[src/inc/bofd_consts.svh]
`ifndef BOFD_CONSTS_SVH
`define BOFD_CONSTS_SVH
// addressing byte fields
`define BOFD_MOD_NODISP 2'h0
`define BOFD_MOD_DISP8 2'h1
`define BOFD_MOD_DISP16 2'h2
`define BOFD_MOD_REG 2'h3
`define BOFD_RM_DIRECT 3'h6
// flag word bit positions
`define BOFD_FLAG_OF 11
`define BOFD_FLAG_DF 10
`define BOFD_FLAG_IF 9
`define BOFD_FLAG_TF 8
`define BOFD_FLAG_SF 7
`define BOFD_FLAG_ZERO 6
`define BOFD_FLAG_AF 4
`define BOFD_FLAG_PF 2
`define BOFD_FLAG_CF 0
// second byte of the ascii adjust pair, and the single shift count
`define BOFD_AAX_SECOND 8'h0A
`define BOFD_SHIFT_ONE 8'h01
// register map
`define BOFD_ADR_CTRL 8'h00
`define BOFD_ADR_STATUS 8'h04
`define BOFD_ADR_COUNT 8'h08
`define BOFD_CTRL_RST 1'h1
`define BOFD_CTRL_EN_BIT 0
`define BOFD_CTRL_CLR_BIT 1
`define BOFD_ST_LEN_LSB 0
`define BOFD_ST_OP_LSB 8
`define BOFD_ST_ILL_BIT 16
`define BOFD_ST_BUSY_BIT 17
`endif

[src/inc/bofd_pkg.sv]
package bofd_pkg;
  typedef enum logic [4:0] {
    op_unknown, op_alu, op_alu_imm, op_incdec, op_adjust, op_jcc, op_test, op_not, op_neg,
    op_unsigned_multiply, op_signed_multiply, op_unsigned_divide, op_signed_divide, op_shift,
    op_byte_to_word_extend, op_word_to_dword_extend, op_ascii_mult_adjust, op_ascii_div_adjust,
    op_string, op_loop, op_loop_zero, op_loop_not_zero, op_jump_if_count_zero, op_call, op_jmp,
    op_return_near, op_return_far, op_interrupt, op_control, op_escape, op_prefix
  } bofd_op_t;

  typedef enum logic [2:0] {
    sh_rol, sh_ror, sh_rcl, sh_rcr, shift_left_op, sh_shr, sh_none, sh_sar
  } bofd_shift_t;

  typedef enum logic [3:0] {
    gpr_word_accumulator, gpr_count_register, gpr_dx, gpr_bx, gpr_stack_pointer, gpr_bp,
    gpr_si, gpr_di, gpr_byte_accumulator, gpr_count_low_byte, gpr_dl, gpr_bl, gpr_ah,
    gpr_ch, gpr_dh, gpr_bh
  } bofd_gpr_t;

  typedef struct packed {
    bofd_op_t op;
    logic modrm;
    logic [2:0] tail;
    logic sx;
  } bofd_opinfo_t;
endpackage : bofd_pkg

[src/verilog/bofd_ea_calc.sv]
`timescale 1ns/100ps
`include "bofd_consts.svh"
module bofd_addr_calc (
  input logic [1:0] mod_i,
  input logic [2:0] rm_i,
  input logic [15:0] disp_raw_i,
  input logic [15:0] bx_i,
  input logic [15:0] bp_i,
  input logic [15:0] si_i,
  input logic [15:0] di_i,
  output logic [15:0] disp_o,
  output logic [15:0] effective_address_o
);
  logic direct;

  always_comb begin
    direct = (mod_i == `BOFD_MOD_NODISP) && (rm_i == `BOFD_RM_DIRECT);
    case (mod_i)
      `BOFD_MOD_DISP8: disp_o = {{8{disp_raw_i[7]}}, disp_raw_i[7:0]};
      `BOFD_MOD_DISP16: disp_o = disp_raw_i;
      `BOFD_MOD_NODISP: disp_o = direct ? disp_raw_i : 16'h0000;
      default: disp_o = 16'h0000;
    endcase
    case (rm_i)
      3'h0: effective_address_o = bx_i + si_i + disp_o;
      3'h1: effective_address_o = bx_i + di_i + disp_o;
      3'h2: effective_address_o = bp_i + si_i + disp_o;
      3'h3: effective_address_o = bp_i + di_i + disp_o;
      3'h4: effective_address_o = si_i + disp_o;
      3'h5: effective_address_o = di_i + disp_o;
      3'h6: effective_address_o = bp_i + disp_o;
      default: effective_address_o = bx_i + disp_o;
    endcase
    // direct address replaces the base register form
    if (direct) begin
      effective_address_o = disp_o;
    end
    if (mod_i == `BOFD_MOD_REG) begin
      effective_address_o = 16'h0000;
    end
  end
endmodule : bofd_addr_calc

[src/verilog/bofd_cond_eval.sv]
`timescale 1ns/100ps
`include "bofd_consts.svh"
module bofd_cond_eval (
  input logic [3:0] cond_i,
  input logic [15:0] flags_i,
  output logic taken_o
);
  logic of, cf, zero_flag, sf, pf, t;

  always_comb begin
    of = flags_i[`BOFD_FLAG_OF];
    cf = flags_i[`BOFD_FLAG_CF];
    zero_flag = flags_i[`BOFD_FLAG_ZERO];
    sf = flags_i[`BOFD_FLAG_SF];
    pf = flags_i[`BOFD_FLAG_PF];
    case (cond_i[3:1])
      3'h0: t = of;
      3'h1: t = cf;
      3'h2: t = zero_flag;
      3'h3: t = cf | zero_flag;
      3'h4: t = sf;
      3'h5: t = pf;
      3'h6: t = sf ^ of;
      default: t = (sf ^ of) | zero_flag;
    endcase
    // odd codes are the negated condition
    taken_o = t ^ cond_i[0];
  end
endmodule : bofd_cond_eval

[src/verilog/bofd_decoder.sv]
// The placing of the registers and register access over Wishbone were chosen for this implementation.
`timescale 1ns/100ps
`include "bofd_consts.svh"
// Functional notes
// - direction bit set makes register field destination
// - width bit one means word, zero byte
// - mode 11 makes r/m a register number
// - mode 00 no displacement, except direct address
// - mode 01 one byte, sign-extended
// - mode 10 two bytes, low first
// - effective address from base/index per r/m
// - displacement bytes come before immediate bytes
// - immediate group s:w 01 takes two bytes
// - immediate group s:w 11 sign-extends one byte
// - shift count one, or count low byte
// - repeat prefix low bit selects zero flag
// - register field names word or byte registers
// - flag word bit positions fixed
// - upper nibble 0111 is conditional jump
// - above/below unsigned, greater/less signed
// - loop family opcodes with one displacement
// - group 1111011w reg 100-111 multiply/divide
// - shift group reg field selects shift kind
// - ascii adjusts are two bytes, second 0A
// - near return with 16-bit stack adjust
// - byte-to-word and word-to-dword extend opcodes
module bofd_decoder (
  input logic clk_i,
  input logic rst_i,
  input logic wb_cyc_i,
  input logic wb_stb_i,
  input logic wb_we_i,
  input logic [7:0] wb_adr_i,
  input logic [3:0] wb_sel_i,
  input logic [31:0] wb_dat_i,
  output logic [31:0] wb_dat_o,
  output logic wb_ack_o,
  input logic [7:0] byte_i,
  input logic byte_valid_i,
  output logic byte_ready_o,
  input logic [15:0] bx_i,
  input logic [15:0] bp_i,
  input logic [15:0] si_i,
  input logic [15:0] di_i,
  input logic [7:0] count_low_byte_i,
  input logic [15:0] flags_i,
  output logic insn_valid_o,
  output bofd_pkg::bofd_op_t op_o,
  output logic [7:0] opcode_o,
  output logic word_o,
  output logic rm_is_reg_o,
  output bofd_pkg::bofd_gpr_t dst_reg_o,
  output bofd_pkg::bofd_gpr_t src_reg_o,
  output logic [2:0] sub_op_o,
  output bofd_pkg::bofd_shift_t shift_kind_o,
  output logic [7:0] shift_count_o,
  output logic [15:0] disp_o,
  output logic [15:0] effective_address_o,
  output logic [15:0] imm_o,
  output logic [15:0] far_seg_o,
  output logic cond_taken_o,
  output logic repeat_prefix_o,
  output logic rpt_zero_flag_o,
  output logic illegal_o,
  output logic [3:0] length_o
);
  typedef enum logic [2:0] {st_op, st_modrm, st_disp, st_tail, st_emit} bofd_state_t;

  bofd_state_t st_q;
  bofd_pkg::bofd_op_t op_q;
  logic [7:0] opc_q, modrm_q;
  logic [1:0] disp_left_q, disp_idx_q;
  logic [2:0] tail_left_q, tail_idx_q;
  logic sx_q, rpt_q, rpt_zsel_q;
  logic [15:0] disp_raw_q;
  logic [31:0] imm_q;
  logic [3:0] len_q;
  logic en_q, ill_q, sticky_ill_q, ack_q;
  logic [15:0] count_q;
  logic take;
  bofd_pkg::bofd_opinfo_t info;
  logic [1:0] dcnt;
  logic [2:0] tcnt;
  logic tsx;
  bofd_pkg::bofd_op_t mop;
  logic [15:0] addr_disp, addr_val;
  logic taken;
  logic [1:0] sw;
  logic wb_hit, wb_wr;

  // sizing of the first byte; groups are refined at the addressing byte
  function automatic bofd_pkg::bofd_opinfo_t opinfo(input logic [7:0] b);
    bofd_pkg::bofd_opinfo_t r;
    r = '{op: bofd_pkg::op_unknown, modrm: 1'b0, tail: 3'h0, sx: 1'b0};
    casez (b)
      8'b001??110, 8'hF2, 8'hF3: r.op = bofd_pkg::op_prefix;
      8'b00???0??: begin
        r.op = bofd_pkg::op_alu;
        r.modrm = 1'b1;
      end
      8'b00???10?: begin
        r.op = bofd_pkg::op_alu;
        r.tail = b[0] ? 3'h2 : 3'h1;
      end
      8'b00???11?: r.op = bofd_pkg::op_adjust;
      8'h4?: r.op = bofd_pkg::op_incdec;
      8'h7?: begin
        r.op = bofd_pkg::op_jcc;
        r.tail = 3'h1;
        r.sx = 1'b1;
      end
      8'b100000??: begin
        r.op = bofd_pkg::op_alu_imm;
        r.modrm = 1'b1;
      end
      8'b1000010?: begin
        r.op = bofd_pkg::op_test;
        r.modrm = 1'b1;
      end
      8'h98: r.op = bofd_pkg::op_byte_to_word_extend;
      8'h99: r.op = bofd_pkg::op_word_to_dword_extend;
      8'h9A: begin
        r.op = bofd_pkg::op_call;
        r.tail = 3'h4;
      end
      8'h9B, 8'hF4, 8'hF5, 8'b111110??, 8'b1111110?: r.op = bofd_pkg::op_control;
      8'b1010100?: begin
        r.op = bofd_pkg::op_test;
        r.tail = b[0] ? 3'h2 : 3'h1;
      end
      8'b101001??, 8'b1010101?, 8'b101011??: r.op = bofd_pkg::op_string;
      8'hC2, 8'hC3: begin
        r.op = bofd_pkg::op_return_near;
        r.tail = b[0] ? 3'h0 : 3'h2;
      end
      8'hCA, 8'hCB: begin
        r.op = bofd_pkg::op_return_far;
        r.tail = b[0] ? 3'h0 : 3'h2;
      end
      8'hCD: begin
        r.op = bofd_pkg::op_interrupt;
        r.tail = 3'h1;
      end
      8'hCC, 8'hCE, 8'hCF: r.op = bofd_pkg::op_interrupt;
      8'b110100??: begin
        r.op = bofd_pkg::op_shift;
        r.modrm = 1'b1;
      end
      8'hD4, 8'hD5: begin
        r.op = b[0] ? bofd_pkg::op_ascii_div_adjust : bofd_pkg::op_ascii_mult_adjust;
        r.tail = 3'h1;
      end
      8'b11011???: begin
        r.op = bofd_pkg::op_escape;
        r.modrm = 1'b1;
      end
      8'b111000??: begin
        case (b[1:0])
          2'h0: r.op = bofd_pkg::op_loop_not_zero;
          2'h1: r.op = bofd_pkg::op_loop_zero;
          2'h2: r.op = bofd_pkg::op_loop;
          default: r.op = bofd_pkg::op_jump_if_count_zero;
        endcase
        r.tail = 3'h1;
        r.sx = 1'b1;
      end
      8'hE8, 8'hE9, 8'hEA, 8'hEB: begin
        r.op = (b == 8'hE8) ? bofd_pkg::op_call : bofd_pkg::op_jmp;
        r.tail = (b == 8'hEA) ? 3'h4 : ((b == 8'hEB) ? 3'h1 : 3'h2);
        r.sx = (b == 8'hEB);
      end
      8'b1111011?, 8'b1111111?: begin
        r.op = bofd_pkg::op_unknown;
        r.modrm = 1'b1;
      end
      default: r.op = bofd_pkg::op_unknown;
    endcase
    return r;
  endfunction : opinfo

  function automatic bofd_pkg::bofd_gpr_t gpr(input logic w, input logic [2:0] code);
    return bofd_pkg::bofd_gpr_t'({~w, code});
  endfunction : gpr

  assign byte_ready_o = en_q && (st_q != st_emit);
  assign take = byte_valid_i && byte_ready_o;

  always_comb begin
    info = opinfo(byte_i);
  end

  // addressing byte: displacement count and group refinement
  always_comb begin
    mop = op_q;
    tcnt = tail_left_q;
    tsx = sx_q;
    sw = opc_q[1:0];
    case (byte_i[7:6])
      `BOFD_MOD_NODISP: dcnt = (byte_i[2:0] == `BOFD_RM_DIRECT) ? 2'h2 : 2'h0;
      `BOFD_MOD_DISP8: dcnt = 2'h1;
      `BOFD_MOD_DISP16: dcnt = 2'h2;
      default: dcnt = 2'h0;
    endcase
    if (op_q == bofd_pkg::op_alu_imm) begin
      tcnt = (sw == 2'h1) ? 3'h2 : 3'h1;
      tsx = (sw == 2'h3);
    end else if (opc_q[7:1] == 7'h7B) begin
      case (byte_i[5:3])
        3'h0, 3'h1: begin
          mop = bofd_pkg::op_test;
          tcnt = opc_q[0] ? 3'h2 : 3'h1;
        end
        3'h2: mop = bofd_pkg::op_not;
        3'h3: mop = bofd_pkg::op_neg;
        3'h4: mop = bofd_pkg::op_unsigned_multiply;
        3'h5: mop = bofd_pkg::op_signed_multiply;
        3'h6: mop = bofd_pkg::op_unsigned_divide;
        default: mop = bofd_pkg::op_signed_divide;
      endcase
    end else if (opc_q[7:1] == 7'h7F) begin
      case (byte_i[5:3])
        3'h0, 3'h1: mop = bofd_pkg::op_incdec;
        3'h2, 3'h3: mop = bofd_pkg::op_call;
        3'h4, 3'h5: mop = bofd_pkg::op_jmp;
        default: mop = bofd_pkg::op_unknown;
      endcase
    end
  end

  // sequencing over the byte stream
  always_ff @(posedge clk_i) begin
    if (rst_i) begin
      st_q <= st_op;
      op_q <= bofd_pkg::op_unknown;
      opc_q <= 8'h00;
      modrm_q <= 8'h00;
      disp_left_q <= 2'h0;
      disp_idx_q <= 2'h0;
      tail_left_q <= 3'h0;
      tail_idx_q <= 3'h0;
      sx_q <= 1'b0;
      disp_raw_q <= 16'h0000;
      imm_q <= 32'h0000_0000;
      len_q <= 4'h0;
      rpt_q <= 1'b0;
      rpt_zsel_q <= 1'b0;
      ill_q <= 1'b0;
    end else begin
      case (st_q)
        st_op: if (take) begin
          len_q <= len_q + 4'h1;
          opc_q <= byte_i;
          op_q <= info.op;
          tail_left_q <= info.tail;
          tail_idx_q <= 3'h0;
          sx_q <= info.sx;
          modrm_q <= 8'h00;
          disp_raw_q <= 16'h0000;
          imm_q <= 32'h0000_0000;
          ill_q <= (info.op == bofd_pkg::op_unknown) && !info.modrm;
          if (byte_i[7:1] == 7'h79) begin
            rpt_q <= 1'b1;
            rpt_zsel_q <= byte_i[0];
          end
          // prefixes stay here and count toward the next instruction
          if (info.op == bofd_pkg::op_prefix) begin
            st_q <= st_op;
          end else if (info.modrm) begin
            st_q <= st_modrm;
          end else if (info.tail != 3'h0) begin
            st_q <= st_tail;
          end else begin
            st_q <= st_emit;
          end
        end
        st_modrm: if (take) begin
          len_q <= len_q + 4'h1;
          modrm_q <= byte_i;
          op_q <= mop;
          tail_left_q <= tcnt;
          sx_q <= tsx;
          ill_q <= (mop == bofd_pkg::op_unknown);
          disp_left_q <= dcnt;
          disp_idx_q <= 2'h0;
          if (dcnt != 2'h0) begin
            st_q <= st_disp;
          end else if (tcnt != 3'h0) begin
            st_q <= st_tail;
          end else begin
            st_q <= st_emit;
          end
        end
        st_disp: if (take) begin
          len_q <= len_q + 4'h1;
          disp_raw_q[{disp_idx_q[0], 3'h0} +: 8] <= byte_i;
          disp_idx_q <= disp_idx_q + 2'h1;
          disp_left_q <= disp_left_q - 2'h1;
          if (disp_left_q == 2'h1) begin
            st_q <= (tail_left_q != 3'h0) ? st_tail : st_emit;
          end
        end
        st_tail: if (take) begin
          len_q <= len_q + 4'h1;
          imm_q[{tail_idx_q[1:0], 3'h0} +: 8] <= byte_i;
          tail_idx_q <= tail_idx_q + 3'h1;
          tail_left_q <= tail_left_q - 3'h1;
          if ((op_q == bofd_pkg::op_ascii_mult_adjust || op_q == bofd_pkg::op_ascii_div_adjust)
              && byte_i != `BOFD_AAX_SECOND) begin
            ill_q <= 1'b1;
          end
          if (tail_left_q == 3'h1) begin
            st_q <= st_emit;
          end
        end
        st_emit: begin
          st_q <= st_op;
          len_q <= 4'h0;
          rpt_q <= 1'b0;
          rpt_zsel_q <= 1'b0;
        end
        default: st_q <= st_op;
      endcase
    end
  end

  bofd_addr_calc u_addr (
    .mod_i(modrm_q[7:6]),
    .rm_i(modrm_q[2:0]),
    .disp_raw_i(disp_raw_q),
    .bx_i(bx_i),
    .bp_i(bp_i),
    .si_i(si_i),
    .di_i(di_i),
    .disp_o(addr_disp),
    .effective_address_o(addr_val)
  );

  bofd_cond_eval u_cond (
    .cond_i(opc_q[3:0]),
    .flags_i(flags_i),
    .taken_o(taken)
  );

  // decoded result, held until the next instruction is emitted
  always_ff @(posedge clk_i) begin
    if (rst_i) begin
      insn_valid_o <= 1'b0;
      op_o <= bofd_pkg::op_unknown;
      opcode_o <= 8'h00;
      word_o <= 1'b0;
      rm_is_reg_o <= 1'b0;
      dst_reg_o <= bofd_pkg::gpr_word_accumulator;
      src_reg_o <= bofd_pkg::gpr_word_accumulator;
      sub_op_o <= 3'h0;
      shift_kind_o <= bofd_pkg::sh_none;
      shift_count_o <= 8'h00;
      disp_o <= 16'h0000;
      effective_address_o <= 16'h0000;
      imm_o <= 16'h0000;
      far_seg_o <= 16'h0000;
      cond_taken_o <= 1'b0;
      repeat_prefix_o <= 1'b0;
      rpt_zero_flag_o <= 1'b0;
      illegal_o <= 1'b0;
      length_o <= 4'h0;
    end else begin
      insn_valid_o <= (st_q == st_emit);
      if (st_q == st_emit) begin
        op_o <= op_q;
        opcode_o <= opc_q;
        length_o <= len_q;
        word_o <= (op_q == bofd_pkg::op_incdec && !opc_q[7]) || opc_q[0];
        rm_is_reg_o <= (modrm_q[7:6] == `BOFD_MOD_REG);
        sub_op_o <= (op_q == bofd_pkg::op_alu) ? opc_q[5:3] : modrm_q[5:3];
        if (op_q == bofd_pkg::op_alu && opc_q[1]) begin
          dst_reg_o <= gpr(opc_q[0], modrm_q[5:3]);
          src_reg_o <= gpr(opc_q[0], modrm_q[2:0]);
        end else begin
          dst_reg_o <= gpr(opc_q[0], modrm_q[2:0]);
          src_reg_o <= gpr(opc_q[0], modrm_q[5:3]);
        end
        if (op_q == bofd_pkg::op_incdec && !opc_q[7]) begin
          dst_reg_o <= gpr(1'b1, opc_q[2:0]);
        end
        shift_kind_o <= (op_q == bofd_pkg::op_shift) ?
                        bofd_pkg::bofd_shift_t'(modrm_q[5:3]) : bofd_pkg::sh_none;
        shift_count_o <= opc_q[1] ? count_low_byte_i : `BOFD_SHIFT_ONE;
        disp_o <= addr_disp;
        effective_address_o <= addr_val;
        // byte immediates and short displacements widen here
        if (tail_idx_q == 3'h1) begin
          imm_o <= sx_q ? {{8{imm_q[7]}}, imm_q[7:0]} : {8'h00, imm_q[7:0]};
        end else begin
          imm_o <= imm_q[15:0];
        end
        far_seg_o <= imm_q[31:16];
        cond_taken_o <= (op_q == bofd_pkg::op_jcc) && taken;
        repeat_prefix_o <= rpt_q;
        rpt_zero_flag_o <= rpt_zsel_q;
        illegal_o <= ill_q;
      end
    end
  end

  // wishbone slave: ack one cycle after the strobe, writes land on the ack edge
  assign wb_hit = wb_cyc_i && wb_stb_i;
  assign wb_wr = wb_hit && wb_we_i && ack_q && wb_sel_i[0];
  assign wb_ack_o = ack_q;

  always_ff @(posedge clk_i) begin
    if (rst_i) begin
      ack_q <= 1'b0;
      wb_dat_o <= 32'h0000_0000;
    end else begin
      ack_q <= wb_hit && !ack_q;
      wb_dat_o <= 32'h0000_0000;
      if (wb_hit && !ack_q) begin
        case (wb_adr_i)
          `BOFD_ADR_CTRL: wb_dat_o[`BOFD_CTRL_EN_BIT] <= en_q;
          `BOFD_ADR_STATUS: begin
            wb_dat_o[`BOFD_ST_LEN_LSB +: 4] <= length_o;
            wb_dat_o[`BOFD_ST_OP_LSB +: 5] <= op_o;
            wb_dat_o[`BOFD_ST_ILL_BIT] <= sticky_ill_q;
            wb_dat_o[`BOFD_ST_BUSY_BIT] <= (st_q != st_op);
          end
          `BOFD_ADR_COUNT: wb_dat_o[15:0] <= count_q;
          default: wb_dat_o <= 32'h0000_0000;
        endcase
      end
    end
  end

  always_ff @(posedge clk_i) begin
    if (rst_i) begin
      en_q <= `BOFD_CTRL_RST;
    end else if (wb_wr && wb_adr_i == `BOFD_ADR_CTRL) begin
      en_q <= wb_dat_i[`BOFD_CTRL_EN_BIT];
    end
  end

  // set beats clear so an illegal decode in the clearing cycle is kept
  always_ff @(posedge clk_i) begin
    if (rst_i) begin
      sticky_ill_q <= 1'b0;
      count_q <= 16'h0000;
    end else begin
      if (st_q == st_emit && ill_q) begin
        sticky_ill_q <= 1'b1;
      end else if (wb_wr && wb_adr_i == `BOFD_ADR_CTRL && wb_dat_i[`BOFD_CTRL_CLR_BIT]) begin
        sticky_ill_q <= 1'b0;
      end
      if (st_q == st_emit) begin
        count_q <= count_q + 16'h0001;
      end
    end
  end
endmodule : bofd_decoder

[config.mk]
export PLATFORM = sky130hd
export DESIGN_NAME = bofd_decoder
export DESIGN_NICKNAME = d
export VERILOG_FILES = /design/src/inc/bofd_pkg.sv /design/src/verilog/bofd_ea_calc.sv /design/src/verilog/bofd_cond_eval.sv /design/src/verilog/bofd_decoder.sv
export VERILOG_INCLUDE_DIRS = /design/src /design/src/inc
export SDC_FILE = /design/constraint.sdc
export NUM_CORES = 1
export LEC_CHECK = 0
export ABC_AREA = 1
export BUFFER_PORTS_ARGS = -buffer_cell sky130_fd_sc_hd__buf_2
export CORE_UTILIZATION = 39
export DETAILED_ROUTE_END_ITERATION = 6
export PLACE_DENSITY = 0.57
export SLEW_MARGIN = 40
export SYNTH_ARGS = -nofsm -noshare
export SYNTH_HDL_FRONTEND = slang
export SYNTH_HIERARCHICAL = 1
export SYNTH_SLANG_ARGS = --single-unit
export TNS_END_PERCENT = 100
[constraint.sdc]
create_clock -name clk_i -period 5.1 [get_ports clk_i]
set_input_delay 0.765 -clock clk_i [delete_from_list [all_inputs] [get_ports clk_i]]
set_output_delay 0.765 -clock clk_i [all_outputs]
set_load 0.05 [all_outputs]
Word level (Yosys, flattened, before mapping) --
Cells that the tools add are included. W data, S select, Z words.
Word-level totals: register bits after elaboration 251, bits in latches 0, memory bits (writable) 0, memory bits (read-only) 0, word-level logic and storage cells 357, memories kept 0
Cells by class: add/sub/neg operators 20, multipliers 0, div/mod/pow operators 0, $lt $le $gt $ge 0, equal/unequal tests 100, shift operators 4, mux-type cells 103, bitwise gates (word level) 8, reductions and logical operators 80
Operator list (count):
- $add A16 B16 Y16 | 12
- $eq A8 B8 Y1 const B | 22
- $mux W16 | 7
- $pmux W16 S7 | 1
- $pmux W5 S18 | 1
- $mux W3 | 25
- $mux W32 | 2
- $pmux W32 S2 | 1
- $eq A7 B7 Y1 const B | 9
- $pmux W16 S3 | 1
- $eq A6 B6 Y1 const B | 6
- $eq A3 B3 Y1 const B | 11
- $bwmux W32 | 1
- $pmux W16 S2 | 1
- $shift A8 B7 Y32 const A | 1
- $shiftx A8 B7 Y32 | 1
- $pmux W5 S2 | 3
- $mux W5 | 5
- $eq A3 B2 Y1 const B | 8
- $mux W8 | 3
- $pmux W4 S6 | 1
- $reduce_or A4 Y1 | 6
- $eq A5 B5 Y1 const B | 4
- $mux W2 | 10
- 62 further kinds | 173

Logic depth before layout (Yosys ltp) --
word-level depth 11, depth in mapped cells 23

Cells and area by module --
Netlist, hierarchy kept.
Modules (own cells, without submodules):
- bofd_decoder | times used 1, cells each 1281, area an instance 9940.8 um^2, seq. area each 4724.5 um^2
- bofd_addr_calc | times used 1, cells each 1065, area an instance 6458.7 um^2, seq. area each 0.0 um^2
- bofd_cond_eval | times used 1, cells each 26, area an instance 112.6 um^2, seq. area each 0.0 um^2

Worst setup path after synthesis --
No wires, ideal clock.
kind register to register, from register modrm_q[1], to register effective_address_o[5], setup time 0.117 ns, data arrival time 3.440 ns, required time 4.983 ns, setup slack 1.544 ns, cell stages (with the launch flop) 16, path buffers 0, clock period less this slack 3.556 ns, path through dfxtp_1 -> nand3_4 -> nand2_4 -> a21oi_1 -> nor2_1 -> fa_1 -> ha_1 -> fa_1 -> nand3_1 -> nand3_1 -> or2_2 -> nand3_1 -> nand3_1 -> o21ai_0 -> a21oi_1 -> a22o_1
Between the ends: cells in the longest elaborated chain, start to end 8, elaborated cells on any way between the ends 21, those cells by class add/sub (8); eq/ne (6); mux (5); reduce/logical (2)
Ends and longest elaborated chain:
- from (decl) | RTL line bofd_decoder.sv:71 | logic [7:0] opc_q, modrm_q;
- from (signal assigned) | RTL line bofd_decoder.sv:278 | modrm_q <= byte_i;
- $eq A3 B3 Y1 (no source line) *
- $logic_and A1 B1 Y1 * | RTL line bofd_ea_calc.sv:17 | direct = (mod_i == `BOFD_MOD_NODISP) && (rm_i == `BOFD_RM_DIRECT);
- $mux W16 * | RTL line bofd_ea_calc.sv:21 | `BOFD_MOD_NODISP: disp_o = direct ? disp_raw_i : 16'h0000;
- $pmux W16 S3 * | RTL line bofd_ea_calc.sv:18 | case (mod_i)
- via addr_disp[1] | RTL line bofd_decoder.sv:86 | logic [15:0] addr_disp, addr_val;
- $add A16 B16 Y16, or another cell as far along | RTL line bofd_ea_calc.sv:32 | default: effective_address_o = bx_i + disp_o;
- $pmux W16 S7 * | RTL line bofd_ea_calc.sv:24 | case (rm_i)
- $mux W16 * | RTL line bofd_ea_calc.sv:35 | if (direct) begin
- $mux W16 * | RTL line bofd_ea_calc.sv:38 | if (mod_i == `BOFD_MOD_REG) begin
- via addr_val[5] | RTL line bofd_decoder.sv:86
- to (signal assigned) | RTL line bofd_decoder.sv:389 | effective_address_o <= addr_val;
- to (decl) | RTL line bofd_decoder.sv:58 | output logic [15:0] effective_address_o,
Mark *: on every way through the listed nets, which the timed path passes. The rest lies on a longest branch. A chain may end at the register's enable or synchronous reset.

Final worst setup path --
Same ends and word-level chain as after synthesis.

==> summary.md <==
| Metric | Value |
|---|---|
| Outcome | `complete, no violations` |
| Via Count | `roughly 17000` |
| Relative slew margins | `42.8%` |
| TritonCTS Buffers | `24` |
| First-pass GRT wire length | `91300 um` |
| Period utilisation layout | `between 80% and 90%` |
| Antenna cells | `0` |
| Max-cap violations | `0` |
| Final Hold Viols | `0` |
| Crit. End Element | `flip-flop` |
| Starting Density | `39.5%` |
| Fraction of registers with async set/reset | `0%` |
| # DRC | `0` |
| Fin Setup TNS | `0 ns` |
| Gr usage total | `a little over a quarter` |
| Reg-to-Reg End | `effective_address_o[5]` |
| Reg-to-Reg Start | `modrm_q[1]` |
| Hold_buf cts | `0` |
| IO buf count | `231` |
| Number of fill cells in the layout | `about 4400` |
| Max layer used | `met4` |
| H-tree depth | `1` |
| Data arrival, critical path | `slightly below 5 ns` |
| Top Ports | `290` |
| YS warnings | `6` |
| Slew @ Worst Pin | `around 0.86 ns` |
| CTS tree | `done` |
| Area Overhead vs Synth | `15.4%` |
| EDFF count, synth | `0` |
| Count of final setup violators | `0` |
| Utilization after layout | `45.5%` |
| Gate count after technology mapping | `approximately 2400` |
| Achievable Freq | `~220 MHz` |
| RePlAce Congestion | `around 0.94` |
| WL final | `roughly 59000 um` |
| Synth Cell Area | `~0.017 sq mm` |
| Setup Buffers After CTS | `0` |
| CTS clk-pin slew, worst paths | `0.07 ns` |
| Dominant synthesized flop cell | `dfxtp_1` |
| R2r setup slk | `around 0.66 ns` |
| Overflow after GRT | `0` |
| Met2 wire length | `a little under 30000 um` |
| Max-slew violations | `0` |
| Avg Inst Size Synth | `approximately 7 sq um` |
| Worst Setup SP | `modrm_q[1]` |
| Clock root cell | `clkbuf_16` |
| Die area | `0.0432 sq mm` |
| Max rail drop VDD | `~0.29 mV` |
| Largest net degree at the start of global routing | `55` |
| Drt pass-1 iters | `6` |
| Post-DP HPWL | `approximately 47000 um` |
| Routed wl met3 | `2500 um` |
| Rows | `75` |
| Clock skew | `0.0124 ns` |
| Post-layout net count | `between 2000 and 3000` |
| Hold slack | `0.442 ns` |
| Core area | `~0.042 sq mm` |
| Initial antenna violation count | `0` |
| Via density | `around 5.4` |
| Hold/Removal Path Class | `flip-flop to flip-flop` |
| Clock Latency Late Sink | `between 0.5 and 0.6 ns` |
| Layout cell share with drive strength beyond 1 | `15.0%` |
| Met1 Routed Length | `24700 um` |
| WL/cell | `roughly 19 um` |
| DRT antenna net count | `0` |
| CP endpoint | `effective_address_o[5]` |
| Kind of critical path | `flip-flop to flip-flop` |
| Peak fanout along the critical path | `9` |
| Unrepaired setup endpoints after global routing | `false` |
| R2r worst-path depth | `15` |
| Critical Path Source Type | `flip-flop` |
| DR iter-0 viols | `around 1100` |
| Die Ht | `208 um` |
| Data required time of the worst path | `about 5.5 ns` |
| Num Clock Sinks | `roughly 240` |
| Die W | `208 um` |
| PostCTS Resize Cnt | `0` |
| Most frequent cells in the layout | `nand2_1, inv_1, dfxtp_1` |
| Sequential area share after synthesis | `around 29%` |
| Register bit count reported by yosys | `roughly 240` |
| Netlist cell types | `62` |
| Max Buffers Root-to-Sink | `3` |
| Most common cell after layout, fill and taps aside | `nand2_1` |
| Final min period | `roughly 4.4 ns` |
| Static Leak | `between 9 and 10 nW` |
| Vias in the first global route | `roughly 17000` |
| Pwr Density | `about 320 mW/mm^2` |
-- synthesized netlist by cell type (3+ instances only) --
cell type / n / area, sq um
o21ai_1: 7 / 35.0
buf_6: 3 / 33.8
xor2_1: 4 / 35.0
o22ai_1: 17 / 106
o21ai_0: 164 / 821
clkbuf_1: 39 / 146
buf_1: 4 / 15.0
nand2_2: 9 / 56.3
a31oi_1: 25 / 156
nor2_2: 8 / 50.1
xnor2_1: 4 / 35.0
clkinv_1: 3 / 11.3
buf_4: 15 / 113
a21o_1: 7 / 52.6
dfxtp_1: 236 / 4720
nand4_1: 24 / 150
o211ai_1: 4 / 30.0
nand3_2: 3 / 30.0
o21bai_1: 6 / 45.0
a21boi_0: 5 / 37.5
nor3_1: 24 / 120
nand3b_1: 10 / 75.1
nor4_1: 5 / 31.3
nor2_1: 208 / 781
ha_1: 83 / 1040
a22o_1: 48 / 420
a211oi_2: 11 / 138
inv_1: 239 / 897
nor2_4: 6 / 67.6
fa_1: 65 / 1300
nor3_2: 6 / 60.1
inv_4: 3 / 18.8
nand2_4: 3 / 33.8
buf_2: 17 / 85.1
nand3_1: 158 / 791
a21oi_1: 231 / 1160
a211oi_1: 11 / 82.6
or2_2: 12 / 75.1
inv_2: 19 / 71.3
nand2_1: 587 / 2200
o21a_1: 7 / 52.6
o221ai_1: 3 / 26.3
o21ai_2: 4 / 35.0
-- metrics by stage --
step / instance area (sq um) / total power (W) / setup WS (ns) / std cells
after global routing: 19100 / 0.00648 / 0.414 / 3142
after CTS: 19100 / 0.00617 / 0.670 / 3142
final: 19100 / 0.00613 / 0.655 / 3142
after global placement: 18200 / 0.00417 / 0.773 / 3099
after floorplan: 16600 / 0.00362 / 1.54 / 2385
after detailed placement: 18200 / 0.00420 / 0.724 / 3099
-- critical path, cell delays in order (launching register included) --
cell	delay, ns
dfxtp_1	0.56
nand3_4	0.18
nand2_4	0.16
a21oi_1	0.08
buf_4	0.17
nor2_1	0.56
fa_1	0.59
fa_1	0.55
nand3_1	0.13
nand3_1	0.19
or2_2	0.33
nand3_1	0.07
nand3_1	0.14
o21ai_0	0.28
a21oi_1	0.10
a22o_1	0.24
-- state kept, by name, summed over array words and instances (netlist names), 4 cells and up --
| register | count |
|---|---|
| count_q | 16 |
| disp_o | 16 |
| disp_raw_q | 16 |
| dst_reg_o | 4 |
| effective_address_o | 16 |
| far_seg_o | 16 |
| imm_o | 16 |
| imm_q | 32 |
| len_q | 4 |
| length_o | 4 |
| modrm_q | 8 |
| op_o | 5 |
| op_q | 5 |
| opc_q | 8 |
| opcode_o | 8 |
| shift_count_o | 8 |
| src_reg_o | 4 |
| wb_dat_o | 18 |
-- area by class of cell --
cell class	instances	area [sq um]	share of cell area [%]
multi-input cells	1807	10500	54.9
repair buffers	253	1320	6.93
clock buffers	30	674	3.54
flip-flops and latches	236	4720	24.8
well taps	539	674	3.54
clock inverters	13	198	1.04
inverters	264	998	5.24
-- report_power, final --
part           switching, W  internal, W
Sequential         0.000140      0.00203
Combinational       0.00143     0.000585
Clock              0.000762      0.00119
-- how the worst min path moves through the flow --
| stage | depth (start not counted) | to | from |
|---|---|---|---|
| 2_1_floorplan | 2 | wb_dat_o[16] | sticky_ill_q |
| 3_3_place_gp | 2 | shift_count_o[0] | shift_count_o[0] |
| 3_5_place_dp | 2 | wb_dat_o[16] | sticky_ill_q |
| 4_1_cts | 2 | shift_count_o[4] | count_low_byte_i[4] |
| 5_1_grt | 2 | shift_count_o[6] | count_low_byte_i[6] |
| 6_report | 2 | wb_dat_o[16] | sticky_ill_q |
-- routing by layer --
layer,vias to the layer above,GRT usage (%)
met1,7981,32.8
met5,-,0
li1,8337,-
met3,121,2.16
met2,519,48.6
met4,0,10.4
-- cell families (layout without fill, tap and decap cells) --
family	Yosys count	in the layout	share of synthesized area, %
simple gates	1073	1073	28.2
compound gates	564	564	20.1
buf+inv	342	560	8.43
flops	236	236	28.6
fa+ha+maj	148	148	14.2
xor+xnor	8	8	0.424
other cells	1	14	0.0227
No activity file was read; power rests on OpenSTA's default activity.
